--- config.mk ---
export PLATFORM = sky130hd
export DESIGN_NAME = sol_status_lines
export DESIGN_NICKNAME = d
export VERILOG_FILES = /design/src/sol_pkg.sv /design/src/sol_status_lines.sv
export SDC_FILE = /design/constraint.sdc
export NUM_CORES = 1
export LEC_CHECK = 0
export ABC_AREA = 1
export ABC_CLOCK_PERIOD_IN_PS = 8200
export BUFFER_PORTS_ARGS = -buffer_cell sky130_fd_sc_hd__buf_2
export CELL_PAD_IN_SITES_DETAIL_PLACEMENT = 1
export CELL_PAD_IN_SITES_GLOBAL_PLACEMENT = 2
export CORE_ASPECT_RATIO = 1.4
export CORE_MARGIN = 4
export CORE_UTILIZATION = 37
export DETAILED_ROUTE_END_ITERATION = 12
export PLACE_DENSITY = 0.9
export SYNTH_ARGS = -nofsm -noshare
export SYNTH_HDL_FRONTEND = slang
export SYNTH_SLANG_ARGS = --single-unit
export TNS_END_PERCENT = 50
--- constraint.sdc ---
create_clock -name aclk -period 8.2 [get_ports aclk]
set_input_delay 1.64 -clock aclk [delete_from_list [all_inputs] [get_ports aclk]]
set_output_delay 1.64 -clock aclk [all_outputs]
set_load 0.01 [all_outputs]
--- src/sol_pkg.sv ---
// Constants and carrier types for the status output line block
package sol_pkg;
	localparam int ADDR_W = 8;
	localparam int N_SRC = 4;
	localparam int N_CALL = 4;
	localparam int N_ALERT = 2;
	// Register byte offsets
	localparam logic [ADDR_W-1:0] A_CTRL = 8'h00;
	localparam logic [ADDR_W-1:0] A_DLY0 = 8'h04;
	localparam logic [ADDR_W-1:0] A_DUR0 = 8'h08;
	localparam logic [ADDR_W-1:0] A_MODE0 = 8'h0c;
	localparam logic [ADDR_W-1:0] A_DLY1 = 8'h10;
	localparam logic [ADDR_W-1:0] A_DUR1 = 8'h14;
	localparam logic [ADDR_W-1:0] A_MODE1 = 8'h18;
	localparam logic [ADDR_W-1:0] A_REFL = 8'h1c;
	localparam logic [ADDR_W-1:0] A_STAT = 8'h20;
	// Control fields and reset value (all lines active high)
	localparam int EN_LSB = 0;
	localparam int POL_A_LSB = 4;
	localparam int POL_PA = 6;
	localparam int POL_INH = 7;
	localparam logic [31:0] CTRL_RST = 32'h0000_00f0;
	// Mode fields: type enables, 2-bit pattern and 2-bit priority per call type
	localparam int MODE_W = 20;
	localparam int PAT_LSB = 4;
	localparam int PRI_LSB = 12;
	localparam logic [1:0] PAT_STEADY = 2'h0;
	localparam logic [1:0] PAT_SLOW = 2'h1;
	localparam logic [1:0] PAT_FAST = 2'h2;
	localparam int SLOW_BIT = 9;
	localparam int FAST_BIT = 7;
	localparam logic [1:0] RESP_OK = 2'h0;
	localparam logic [1:0] RESP_ERR = 2'h2;
	// Timing
	localparam int CLK_MHZ = 125;
	localparam int MS_TIME_US = 1000;
	localparam int PA_TIME_US = 2000;
	localparam int MS_CYC = MS_TIME_US * CLK_MHZ;
	localparam int PA_CYC = PA_TIME_US * CLK_MHZ;
	localparam int MS_CW = 17;
	localparam int PA_CW = 18;
	localparam int TMR_W = 16;
	typedef enum logic [1:0] {
		AL_IDLE = 2'b00,
		AL_WAIT = 2'b01,
		AL_RING = 2'b10,
		AL_DONE = 2'b11
	} sol_alert_st_t;
	// Call types: individual, priority, group, emergency
	typedef struct packed {
		logic [N_CALL-1:0] call;
		logic local_ptt;
		logic pa_mode;
		logic ptt_resolved;
		logic [N_SRC-1:0] inhibit;
	} sol_radio_t;
	typedef struct packed {
		logic [N_ALERT-1:0] alert;
		logic pa;
		logic inh;
	} sol_lines_t;
	typedef struct packed {
		sol_alert_st_t st;
		logic [TMR_W-1:0] tmr;
	} sol_alert_t;
endpackage : sol_pkg

--- src/sol_status_lines.sv ---
// Status output line actions: external alerts, public address and inhibit status
`timescale 1ns/10ps
// Notes on behaviour
// - Unanswered enabled call after programmed delay drives alert line per settings.
// - Alert stops once external PTT or local PTT answers the call.
// - Alert never activates unless user enable bit is set.
// - Reset, standing for power cycle, clears user alert enables.
// - Two alert channels, each with own delay, duration and mode.
// - Mode selects ring pattern and priority per call type.
// - PA line active only in PA mode with PTT active.
// - PA activation follows resolved PTT off-to-on in PA mode.
// - PA line drops on leaving PA mode or PTT off.
// - PA changes take effect about 2 ms after the trigger.
// - Inhibit line is OR of inhibit states of reflected sources.
// - Source priority plays no part in the inhibit OR.
// - Inhibit line follows both rising and falling combined state.
// - Inhibit line follows combined state within 2 ms.
// - Each action line has a programmable active level.
// - Each PTT source has its own reflect flag.
module sol_status_lines #(
	parameter int PA_CYCLES = sol_pkg::PA_CYC,
	parameter int MS_CYCLES = sol_pkg::MS_CYC
) (
	input wire logic aclk,
	input wire logic aresetn,
	input wire logic [sol_pkg::ADDR_W-1:0] awaddr,
	input wire logic awvalid,
	output logic awready,
	input wire logic [31:0] wdata,
	input wire logic [3:0] wstrb,
	input wire logic wvalid,
	output logic wready,
	output logic [1:0] bresp,
	output logic bvalid,
	input wire logic bready,
	input wire logic [sol_pkg::ADDR_W-1:0] araddr,
	input wire logic arvalid,
	output logic arready,
	output logic [31:0] rdata,
	output logic [1:0] rresp,
	output logic rvalid,
	input wire logic rready,
	input wire logic ext_ptt_pin,
	input wire sol_pkg::sol_radio_t radio,
	output sol_pkg::sol_lines_t lines
);
	import sol_pkg::*;

	typedef struct packed {
		logic [31:0] ctrl;
		logic [N_ALERT-1:0][TMR_W-1:0] dly;
		logic [N_ALERT-1:0][TMR_W-1:0] dur;
		logic [N_ALERT-1:0][MODE_W-1:0] mode;
		logic [N_SRC-1:0] refl;
		logic [MS_CW-1:0] ms_pre;
		logic [SLOW_BIT:0] ms_cnt;
		sol_alert_t [N_ALERT-1:0] ach;
		logic [N_ALERT-1:0] alert_act;
		logic pa_act;
		logic [PA_CW-1:0] pa_cnt;
		logic inh_act;
		logic ptt_s1;
		logic ptt_s2;
		logic awready;
		logic wready;
		logic bvalid;
		logic [1:0] bresp;
		logic [ADDR_W-1:0] awaddr;
		logic [31:0] wdata;
		logic [3:0] wstrb;
		logic arready;
		logic rvalid;
		logic [1:0] rresp;
		logic [31:0] rdata;
		sol_lines_t lines;
	} sol_state_t;

	sol_state_t s;
	sol_state_t next_s;
	logic answered;
	logic ms_tick;
	logic pa_req;

	// Address decode shared by read and write paths
	function automatic logic addr_ok(input logic [ADDR_W-1:0] a);
		case (a)
			A_CTRL, A_DLY0, A_DUR0, A_MODE0, A_DLY1, A_DUR1, A_MODE1, A_REFL, A_STAT: addr_ok = 1'b1;
			default: addr_ok = 1'b0;
		endcase
	endfunction : addr_ok

	// Byte-lane merge of a write
	function automatic logic [31:0] wmerge(input logic [31:0] old, input logic [31:0] d,
		input logic [3:0] strb);
		logic [31:0] r;
		r = old;
		for (int b = 0; b < 4; b++) begin
			if (strb[b]) begin
				r[b*8 +: 8] = d[b*8 +: 8];
			end
		end
		wmerge = r;
	endfunction : wmerge

	// Pattern of the highest-priority pending call type
	function automatic logic [1:0] pick_pat(input logic [MODE_W-1:0] m,
		input logic [N_CALL-1:0] pend);
		logic [1:0] best;
		logic [1:0] pat;
		logic hit;
		best = 2'h0;
		pat = PAT_STEADY;
		hit = 1'b0;
		for (int t = 0; t < N_CALL; t++) begin
			if (pend[t] && (!hit || m[PRI_LSB+2*t +: 2] > best)) begin
				hit = 1'b1;
				best = m[PRI_LSB+2*t +: 2];
				pat = m[PAT_LSB+2*t +: 2];
			end
		end
		pick_pat = pat;
	endfunction : pick_pat

	// Ring pattern gate from the millisecond counter
	function automatic logic pat_on(input logic [1:0] p, input logic [SLOW_BIT:0] c);
		case (p)
			PAT_STEADY: pat_on = 1'b1;
			PAT_SLOW: pat_on = c[SLOW_BIT];
			PAT_FAST: pat_on = c[FAST_BIT];
			default: pat_on = c[SLOW_BIT] & c[FAST_BIT];
		endcase
	endfunction : pat_on

	assign answered = s.ptt_s2 | radio.local_ptt;
	assign ms_tick = (s.ms_pre == MS_CW'(MS_CYCLES - 1));
	assign pa_req = radio.pa_mode & radio.ptt_resolved;

	// Next-state logic for the whole block
	always_comb begin
		logic [N_CALL-1:0] pend;
		logic [31:0] wv;
		pend = '0;
		wv = '0;
		next_s = s;
		// Pin synchroniser for the external PTT input
		next_s.ptt_s1 = ext_ptt_pin;
		next_s.ptt_s2 = s.ptt_s1;
		// Millisecond time base
		next_s.ms_pre = ms_tick ? '0 : s.ms_pre + 1'b1;
		if (ms_tick) begin
			next_s.ms_cnt = s.ms_cnt + 1'b1;
		end
		// Alert channels, independent of each other
		for (int c = 0; c < N_ALERT; c++) begin
			pend = radio.call & s.mode[c][N_CALL-1:0];
			if (!s.ctrl[EN_LSB+c] || pend == '0) begin
				next_s.ach[c].st = AL_IDLE;
				next_s.ach[c].tmr = '0;
			end else begin
				case (s.ach[c].st)
					AL_IDLE: begin
						next_s.ach[c].st = AL_WAIT;
						next_s.ach[c].tmr = '0;
					end
					AL_WAIT: begin
						if (answered) begin
							next_s.ach[c].st = AL_DONE;
						end else if (s.ach[c].tmr >= s.dly[c]) begin
							next_s.ach[c].st = AL_RING;
							next_s.ach[c].tmr = '0;
						end else if (ms_tick) begin
							next_s.ach[c].tmr = s.ach[c].tmr + 1'b1;
						end
					end
					AL_RING: begin
						if (answered) begin
							next_s.ach[c].st = AL_DONE;
						end else if (s.dur[c] != '0 && s.ach[c].tmr >= s.dur[c]) begin
							next_s.ach[c].st = AL_DONE;
						end else if (ms_tick) begin
							next_s.ach[c].tmr = s.ach[c].tmr + 1'b1;
						end
					end
					AL_DONE: next_s.ach[c].st = AL_DONE;
					default: next_s.ach[c].st = AL_IDLE;
				endcase
			end
			next_s.alert_act[c] = (next_s.ach[c].st == AL_RING) &&
				pat_on(pick_pat(s.mode[c], pend), s.ms_cnt);
		end
		// Public address line follows request after the settle time
		if (pa_req == s.pa_act) begin
			next_s.pa_cnt = '0;
		end else if (s.pa_cnt == PA_CW'(PA_CYCLES - 1)) begin
			next_s.pa_act = pa_req;
			next_s.pa_cnt = '0;
		end else begin
			next_s.pa_cnt = s.pa_cnt + 1'b1;
		end
		// Inhibit OR over reflected sources, no priority term
		next_s.inh_act = |(radio.inhibit & s.refl);
		// Write channel: address and data taken in either order
		if (awvalid && s.awready) begin
			next_s.awready = 1'b0;
			next_s.awaddr = awaddr;
		end
		if (wvalid && s.wready) begin
			next_s.wready = 1'b0;
			next_s.wdata = wdata;
			next_s.wstrb = wstrb;
		end
		if (!s.awready && !s.wready && !s.bvalid) begin
			next_s.bvalid = 1'b1;
			next_s.bresp = addr_ok(s.awaddr) ? RESP_OK : RESP_ERR;
			case (s.awaddr)
				A_CTRL: next_s.ctrl = wmerge(s.ctrl, s.wdata, s.wstrb);
				A_DLY0: next_s.dly[0] = TMR_W'(wmerge(32'(s.dly[0]), s.wdata, s.wstrb));
				A_DUR0: next_s.dur[0] = TMR_W'(wmerge(32'(s.dur[0]), s.wdata, s.wstrb));
				A_MODE0: next_s.mode[0] = MODE_W'(wmerge(32'(s.mode[0]), s.wdata, s.wstrb));
				A_DLY1: next_s.dly[1] = TMR_W'(wmerge(32'(s.dly[1]), s.wdata, s.wstrb));
				A_DUR1: next_s.dur[1] = TMR_W'(wmerge(32'(s.dur[1]), s.wdata, s.wstrb));
				A_MODE1: next_s.mode[1] = MODE_W'(wmerge(32'(s.mode[1]), s.wdata, s.wstrb));
				A_REFL: next_s.refl = N_SRC'(wmerge(32'(s.refl), s.wdata, s.wstrb));
				default: wv = '0;
			endcase
		end
		if (s.bvalid && bready) begin
			next_s.bvalid = 1'b0;
			next_s.awready = 1'b1;
			next_s.wready = 1'b1;
		end
		// Read channel
		if (arvalid && s.arready) begin
			next_s.arready = 1'b0;
			next_s.rvalid = 1'b1;
			next_s.rresp = addr_ok(araddr) ? RESP_OK : RESP_ERR;
			case (araddr)
				A_CTRL: wv = s.ctrl;
				A_DLY0: wv = 32'(s.dly[0]);
				A_DUR0: wv = 32'(s.dur[0]);
				A_MODE0: wv = 32'(s.mode[0]);
				A_DLY1: wv = 32'(s.dly[1]);
				A_DUR1: wv = 32'(s.dur[1]);
				A_MODE1: wv = 32'(s.mode[1]);
				A_REFL: wv = 32'(s.refl);
				A_STAT: wv = 32'({s.ach[1].st, s.ach[0].st, s.lines, s.inh_act, s.pa_act,
					s.alert_act});
				default: wv = '0;
			endcase
			next_s.rdata = wv;
		end
		if (s.rvalid && rready) begin
			next_s.rvalid = 1'b0;
			next_s.arready = 1'b1;
		end
		// Output lines with programmable active level
		for (int c = 0; c < N_ALERT; c++) begin
			next_s.lines.alert[c] = next_s.alert_act[c] ~^ next_s.ctrl[POL_A_LSB+c];
		end
		next_s.lines.pa = next_s.pa_act ~^ next_s.ctrl[POL_PA];
		next_s.lines.inh = next_s.inh_act ~^ next_s.ctrl[POL_INH];
		// Synchronous reset: enables cleared, lines inactive
		if (!aresetn) begin
			next_s = '0;
			next_s.ctrl = CTRL_RST;
			next_s.awready = 1'b1;
			next_s.wready = 1'b1;
			next_s.arready = 1'b1;
			for (int c = 0; c < N_ALERT; c++) begin
				next_s.lines.alert[c] = ~CTRL_RST[POL_A_LSB+c];
			end
			next_s.lines.pa = ~CTRL_RST[POL_PA];
			next_s.lines.inh = ~CTRL_RST[POL_INH];
		end
	end

	// State register
	always_ff @(posedge aclk) begin
		s <= next_s;
	end

	assign awready = s.awready;
	assign wready = s.wready;
	assign bvalid = s.bvalid;
	assign bresp = s.bresp;
	assign arready = s.arready;
	assign rvalid = s.rvalid;
	assign rresp = s.rresp;
	assign rdata = s.rdata;
	assign lines = s.lines;
endmodule : sol_status_lines

==> results.py, run 1 <==
metrics = {
    "outcome": {
        "outcome": "complete, no violations",
    },
    "routing": {
        "ant_nets": 0,
        "routed_wl_microns": 55100,
        "drc": 0,
        "drt_first_iter_violations": 753,
        "wl_per_cell_microns": 19.1,
        "vias_per_cell": 5.28,
        "num_vias": 15200,
        "dr.pass1.iters": 4,
    },
    "placement": {
        "hpwl_microns": 42600,
        "gp_congestion": 0.953,
        "portBuffers": 113,
        "place_area_sq_mm": 0.0167,
        "numPlacedInstances": 2821,
    },
    "layout": {
        "largest_reg_flops": 271,
        "antenna_cells": 0,
        "fin_area_sq_mm": 0.0179,
        "fin_cells": 2886,
        "fill_cells": 5415,
        "final_util": 0.422,
        "most-common-layout-cells": "357 x nand2_1, 318 x nor2_1, 314 x dfxtp_1, 286 x inv_1, 268 x o21ai_0",
        "top_register": "s",
        "nets": 2475,
        "layout_commonest_cell": "nand2_1",
        "areaGrowthSynthToFinish_pct": 12.2,
        "drive_above_1_share": 0.0880,
    },
    "yosys": {
        "synth_top_area_share": 0.395,
        "syn_area_sq_mm": 0.0159,
        "synth_area_leaders": "dfxtp_1 39%, o21ai_0 8.4%, nand2_1 8.4%, nor2_1 7.5%, ha_1 7.1%",
        "synthFlopType": "dfxtp_1",
        "synth_edf_count": 0,
        "ys_ff_latch": 314,
        "yosys.area.top_type": "dfxtp_1",
        "async_reset_ff_frac": 0,
        "avgSynthCellArea_sq_um": 7.04,
        "ys_warn_count": 0,
        "seq_area_frac_synth": 0.395,
        "syn_inst": 2262,
        "yosysUniqueCellTypes": 48,
    },
    "critical_path": {
        "worstPathArrival_ns": 5.39,
        "path_class": "in2reg",
        "path_delay_family": "simple AND/OR/NAND/NOR gates",
        "endpoint_kind": "flip-flop",
        "cp_num_buf_inv": 6,
        "critPathMaxStageDelay_ns": 0.31,
        "cp_data_required_time_ns": 8.64,
        "crit_top_cell": "nand2_1",
        "slowest_stage": "ha_1",
        "crit_path_max_fanout": 6,
        "start_kind": "input port",
    },
    "sta": {
        "final.setup.tns_ns": 0,
        "min_period_ns": 4.95,
        "max_freq_mhz": 202,
        "hold_viol_final": 0,
        "finalCritPeriodShare": 0.604,
        "rsz0062_at_grt": "false",
        "worstMarginPinSlew_ns": 1.15,
        "max_slew_margin": 0.229,
        "skew_ns": 0.0318,
        "finalSetupViolCount": 0,
        "maxSlewViolCount": 0,
    },
    "pwr": {
        "leakagePower_nw": 7.46,
        "power_mw": 3.40,
        "power.density_mw_per_mm2": 190,
        "ir_drop_mv": 0.160,
    },
    "die": {
        "placementRows": 89,
        "die_w_microns": 183,
        "design.core.area_sq_mm": 0.0423,
        "dieArea_sq_mm": 0.0465,
        "ios": 116,
        "start_util": 0.376,
        "die_h_microns": 253,
    },
    "grt": {
        "grt_max_degree": 116,
        "grt_pass1_vias": 15700,
        "grt_first_pass_wirelength_microns": 85700,
        "grt_antenna_before_repair": 4,
        "grtUsageTotal": 0.232,
        "grt-ovfl-total": 0,
    },
    "clocking": {
        "cts_tree": "yes",
        "path_clk_slew_ns": 0.06,
        "hold_buffers": 0,
        "clock_path_buffers": 3,
        "post_cts_buffers": 0,
        "root_buffer": "clkbuf_16",
        "cts-resized-gates": 0,
        "cts_sinks": 314,
        "cts_made_buffers": 36,
        "clk_latency_ns": 0.55,
        "cts_max_level": 2,
    },
    "worst_hold_path": {
        "hp-class": "reg2reg",
    },
    "run": {
        "drv_cap": 0,
    },
}
-- stage by stage --
| stage | hold slack, ns | setup WS [ns] |
|---|---|---|
| 2_1_floorplan | 0.390 | 3.53 |
| 3_3_place_gp | 0.414 | 2.93 |
| 3_5_place_dp | 0.428 | 2.74 |
| 4_1_cts | 0.426 | 3.31 |
| 5_1_grt | 0.459 | 2.80 |
| 6_report | 0.419 | 3.25 |
-- final cells by class --
class	instances	area, sq um	share of cell area
Timing Repair Buffer	120	621	0.0347
Clock inverter	17	194	0.0109
Clock buffer	48	1010	0.0563
Sequential cell	314	6290	0.352
Multi-Input combinational cell	1544	7960	0.446
Tap cell	546	683	0.0382
Inverter	297	1110	0.0624
-- synth_stat cells (all sizes together), types with 2 or more instances --
master	number
a211oi	7
a21boi	2
a21o	2
a21oi	221
a31oi	5
buf	52
clkbuf	56
clkinv	5
dfxtp	314
ha	91
inv	292
nand2	358
nand3	91
nand3b	5
nand4	30
nor2	329
nor3	34
nor3b	5
nor4	11
o211ai	6
o21a	4
o21ai	271
o21bai	5
o221ai	4
o22ai	26
xnor2	4
xor2	22
-- where the power goes --
part | total (mW) | switching [mW] | internal (mW)
Sequential | 1.59 | 0.0341 | 1.56
Clock | 1.65 | 0.683 | 0.967
Combinational | 0.159 | 0.109 | 0.0495
Total | 3.40 | 0.826 | 2.57
-- worst register-to-register path, delay by kind of cell (launching register included) --
family,cells,cell delay (ns)
flip-flops,1,0.40
AO/OA/AOI/OAI,7,0.99
AND/OR/NAND/NOR,16,1.46
buffers and inverters,5,0.37
adder cells (fa/ha/maj),3,0.90
-- cells by family after synthesis --
kind of cell | Yosys count | share of synthesized area
AO/OA/AOI/OAI | 558 | 0.184
XOR/XNOR | 26 | 0.0143
adder cells (fa/ha/maj) | 91 | 0.0715
buffers and inverters | 405 | 0.106
flip-flops | 314 | 0.395
multiplexers | 1 | 0.000628
other | 1 | 0.000235
AND/OR/NAND/NOR | 866 | 0.229
-- metal layers --
metal,vias to the layer above,global-route usage,share of wire
met5,-,0,0.00082
met4,8,0.118,0.055
met3,123,0.0328,0.045
met2,364,0.421,0.50
met1,7252,0.264,0.40
li1,7499,-,-
-- path summary, 6_finish.rpt --
kind / startpoint / slack (ns) / to / cells past startpoint
min reg2reg: s[90] / 0.42 / s[89] / 2
min: s[90] / 0.42 / s[89] / 2
max: radio[7] / 3.25 / lines[2] / 32
max reg2reg: s[180] / 4.02 / lines[2] / 31
Note: power is estimated with default switching activity, not from simulation.
==> inputs of run 2 (changes only) <==
--- a/config.mk
+++ b/config.mk
@@ -6,15 +6,15 @@
 export NUM_CORES = 1
 export LEC_CHECK = 0
 export ABC_AREA = 1
-export ABC_CLOCK_PERIOD_IN_PS = 8200
+export ABC_CLOCK_PERIOD_IN_PS = 4500
 export BUFFER_PORTS_ARGS = -buffer_cell sky130_fd_sc_hd__buf_2
 export CELL_PAD_IN_SITES_DETAIL_PLACEMENT = 1
 export CELL_PAD_IN_SITES_GLOBAL_PLACEMENT = 2
 export CORE_ASPECT_RATIO = 1.4
 export CORE_MARGIN = 4
-export CORE_UTILIZATION = 37
+export CORE_UTILIZATION = 31
 export DETAILED_ROUTE_END_ITERATION = 12
-export PLACE_DENSITY = 0.9
+export PLACE_DENSITY = 0.81
 export SYNTH_ARGS = -nofsm -noshare
 export SYNTH_HDL_FRONTEND = slang
 export SYNTH_SLANG_ARGS = --single-unit
==> constraint.sdc (replaced) <==
create_clock -name aclk -period 4.5 [get_ports aclk]
set_input_delay 0.9 -clock aclk [delete_from_list [all_inputs] [get_ports aclk]]
set_output_delay 0.9 -clock aclk [all_outputs]
set_load 0.01 [all_outputs]
==> results.py, run 2 (same netlist as run 1, synthesis figures left out) <==
metrics = {
    "clocking": {
        "cts_tree": "yes",
        "hold_buffers": 0,
        "path_clk_slew_ns": 0.06,
        "root_buffer": "clkbuf_16",
        "clock_path_buffers": 3,
        "cts_max_level": 2,
        "cts-resized-gates": 0,
        "cts_sinks": 314,
        "cts_made_buffers": 37,
        "clk_latency_ns": 0.54,
        "post_cts_buffers": 0,
    },
    "layout": {
        "most-common-layout-cells": "357 x nand2_1, 318 x nor2_1, 314 x dfxtp_1, 286 x inv_1, 268 x o21ai_0",
        "nets": 2486,
        "fill_cells": 6405,
        "drive_above_1_share": 0.0911,
        "multi_input_area_sq_mm": 0.00797,
        "register_area_sq_mm": 0.00629,
        "fin_cells": 2999,
        "top_register": "s",
        "areaGrowthSynthToFinish_pct": 13.3,
        "largest_reg_flops": 271,
        "layout_commonest_cell": "nand2_1",
    },
    "grt": {
        "grtUsageTotal": 0.206,
        "grt_first_pass_wirelength_microns": 90500,
        "grt_max_degree": 110,
        "grt-ovfl-total": 0,
        "grt_pass1_vias": 16000,
        "grt_antenna_before_repair": 4,
    },
    "placement": {
        "numPlacedInstances": 2935,
        "place_worst_setup_slack_ns": -0.114,
        "portBuffers": 113,
        "gp_congestion": 0.940,
        "hpwl_microns": 44400,
    },
    "sta": {
        "max_slew_margin": 0.362,
        "skew_ns": 0.0329,
        "maxSlewViolCount": 0,
        "worstMarginPinSlew_ns": 0.956,
        "timing.final.ws_setup_ns": 0.410,
        "finalSetupViolCount": 0,
        "rsz0062_at_grt": "false",
        "min_period_ns": 4.09,
        "finalCritPeriodShare": 0.909,
        "hold_viol_final": 0,
        "max_freq_mhz": 244,
    },
    "die": {
        "ios": 116,
        "design.core.area_sq_mm": 0.0510,
        "start_util": 0.312,
        "placementRows": 98,
        "die_w_microns": 200,
        "die_h_microns": 276,
        "dieArea_sq_mm": 0.0551,
    },
    "run": {
        "drv_cap": 0,
    },
    "routing": {
        "vias_per_cell": 5.08,
        "routed_wl_microns": 57500,
        "ant_nets": 0,
        "dr.pass1.iters": 5,
        "num_vias": 15200,
        "drc": 0,
        "drt_first_iter_violations": 721,
        "wl_per_cell_microns": 19.2,
    },
    "critical_path": {
        "cp_data_required_time_ns": 4.94,
        "worstPathArrival_ns": 4.53,
        "slowest_stage": "ha_1",
        "path_class": "in2reg",
        "endpoint_kind": "flip-flop",
        "crit_top_cell": "nand2_1",
        "start_kind": "input port",
        "ff2ff_path_depth": 31,
        "crit_path_max_fanout": 6,
        "critPathMaxStageDelay_ns": 0.33,
    },
    "pwr": {
        "power.density_mw_per_mm2": 340,
        "leakagePower_nw": 7.48,
        "ir_drop_mv": 0.217,
    },
    "worst_hold_path": {
        "hold_depth": 2,
        "hp-class": "reg2reg",
    },
    "outcome": {
        "outcome": "complete, no violations",
    },
}
[run 2: critical path, delay by kind of cell]
kind,cells,cell delay [ns]
buffers and inverters,5,0.32
AND/OR/NAND/NOR,17,1.55
AO/OA/AOI/OAI,7,0.82
adder cells (fa/ha/maj),3,0.92
[run 2: final timing paths]
path	startpoint	end	slack, ns
max	radio[7]	lines[2]	0.41
min	s[90]	s[89]	0.45
max reg2reg	s[180]	lines[2]	0.49
min reg2reg	s[90]	s[89]	0.45
[run 2: final cells by class]
cell class	count	area share
timing repair buffer	130	0.0385
tap	650	0.0451
multi-input combinational	1544	0.441
antenna	1	0.000139
clock inverter	9	0.00381
clock buffer	54	0.0610
inverter	297	0.0618
sequential	314	0.348
[run 2: routing by layer]
layer,part of all wire,up-vias,track usage
li1,-,7498,-
met1,0.40,7254,0.240
met4,0.058,4,0.0984
met5,0.00047,-,0
met3,0.042,134,0.0323
met2,0.50,339,0.364
[run 2: where the power goes]
part	switching [mW]	total (mW)	internal [mW]
clock network	1.23	2.93	1.70
logic	0.205	0.298	0.0927
registers	0.0659	2.90	2.84
[run 2: metrics by stage]
step | util | setup TNS (ns) | power (mW) | cell area (sq um) | hold WS, ns
final | 0.354 | 0 | 6.13 | 18000 | 0.451
after global routing | 0.354 | 0 | 6.37 | 18000 | 0.475
after CTS | 0.354 | 0 | 6.22 | 18000 | 0.458
after detailed placement | 0.331 | -0.163 | 3.26 | 16900 | 0.422
after global placement | 0.331 | 0 | 3.26 | 16900 | 0.412
after floorplan | - | 0 | 3.12 | 15900 | 0.390
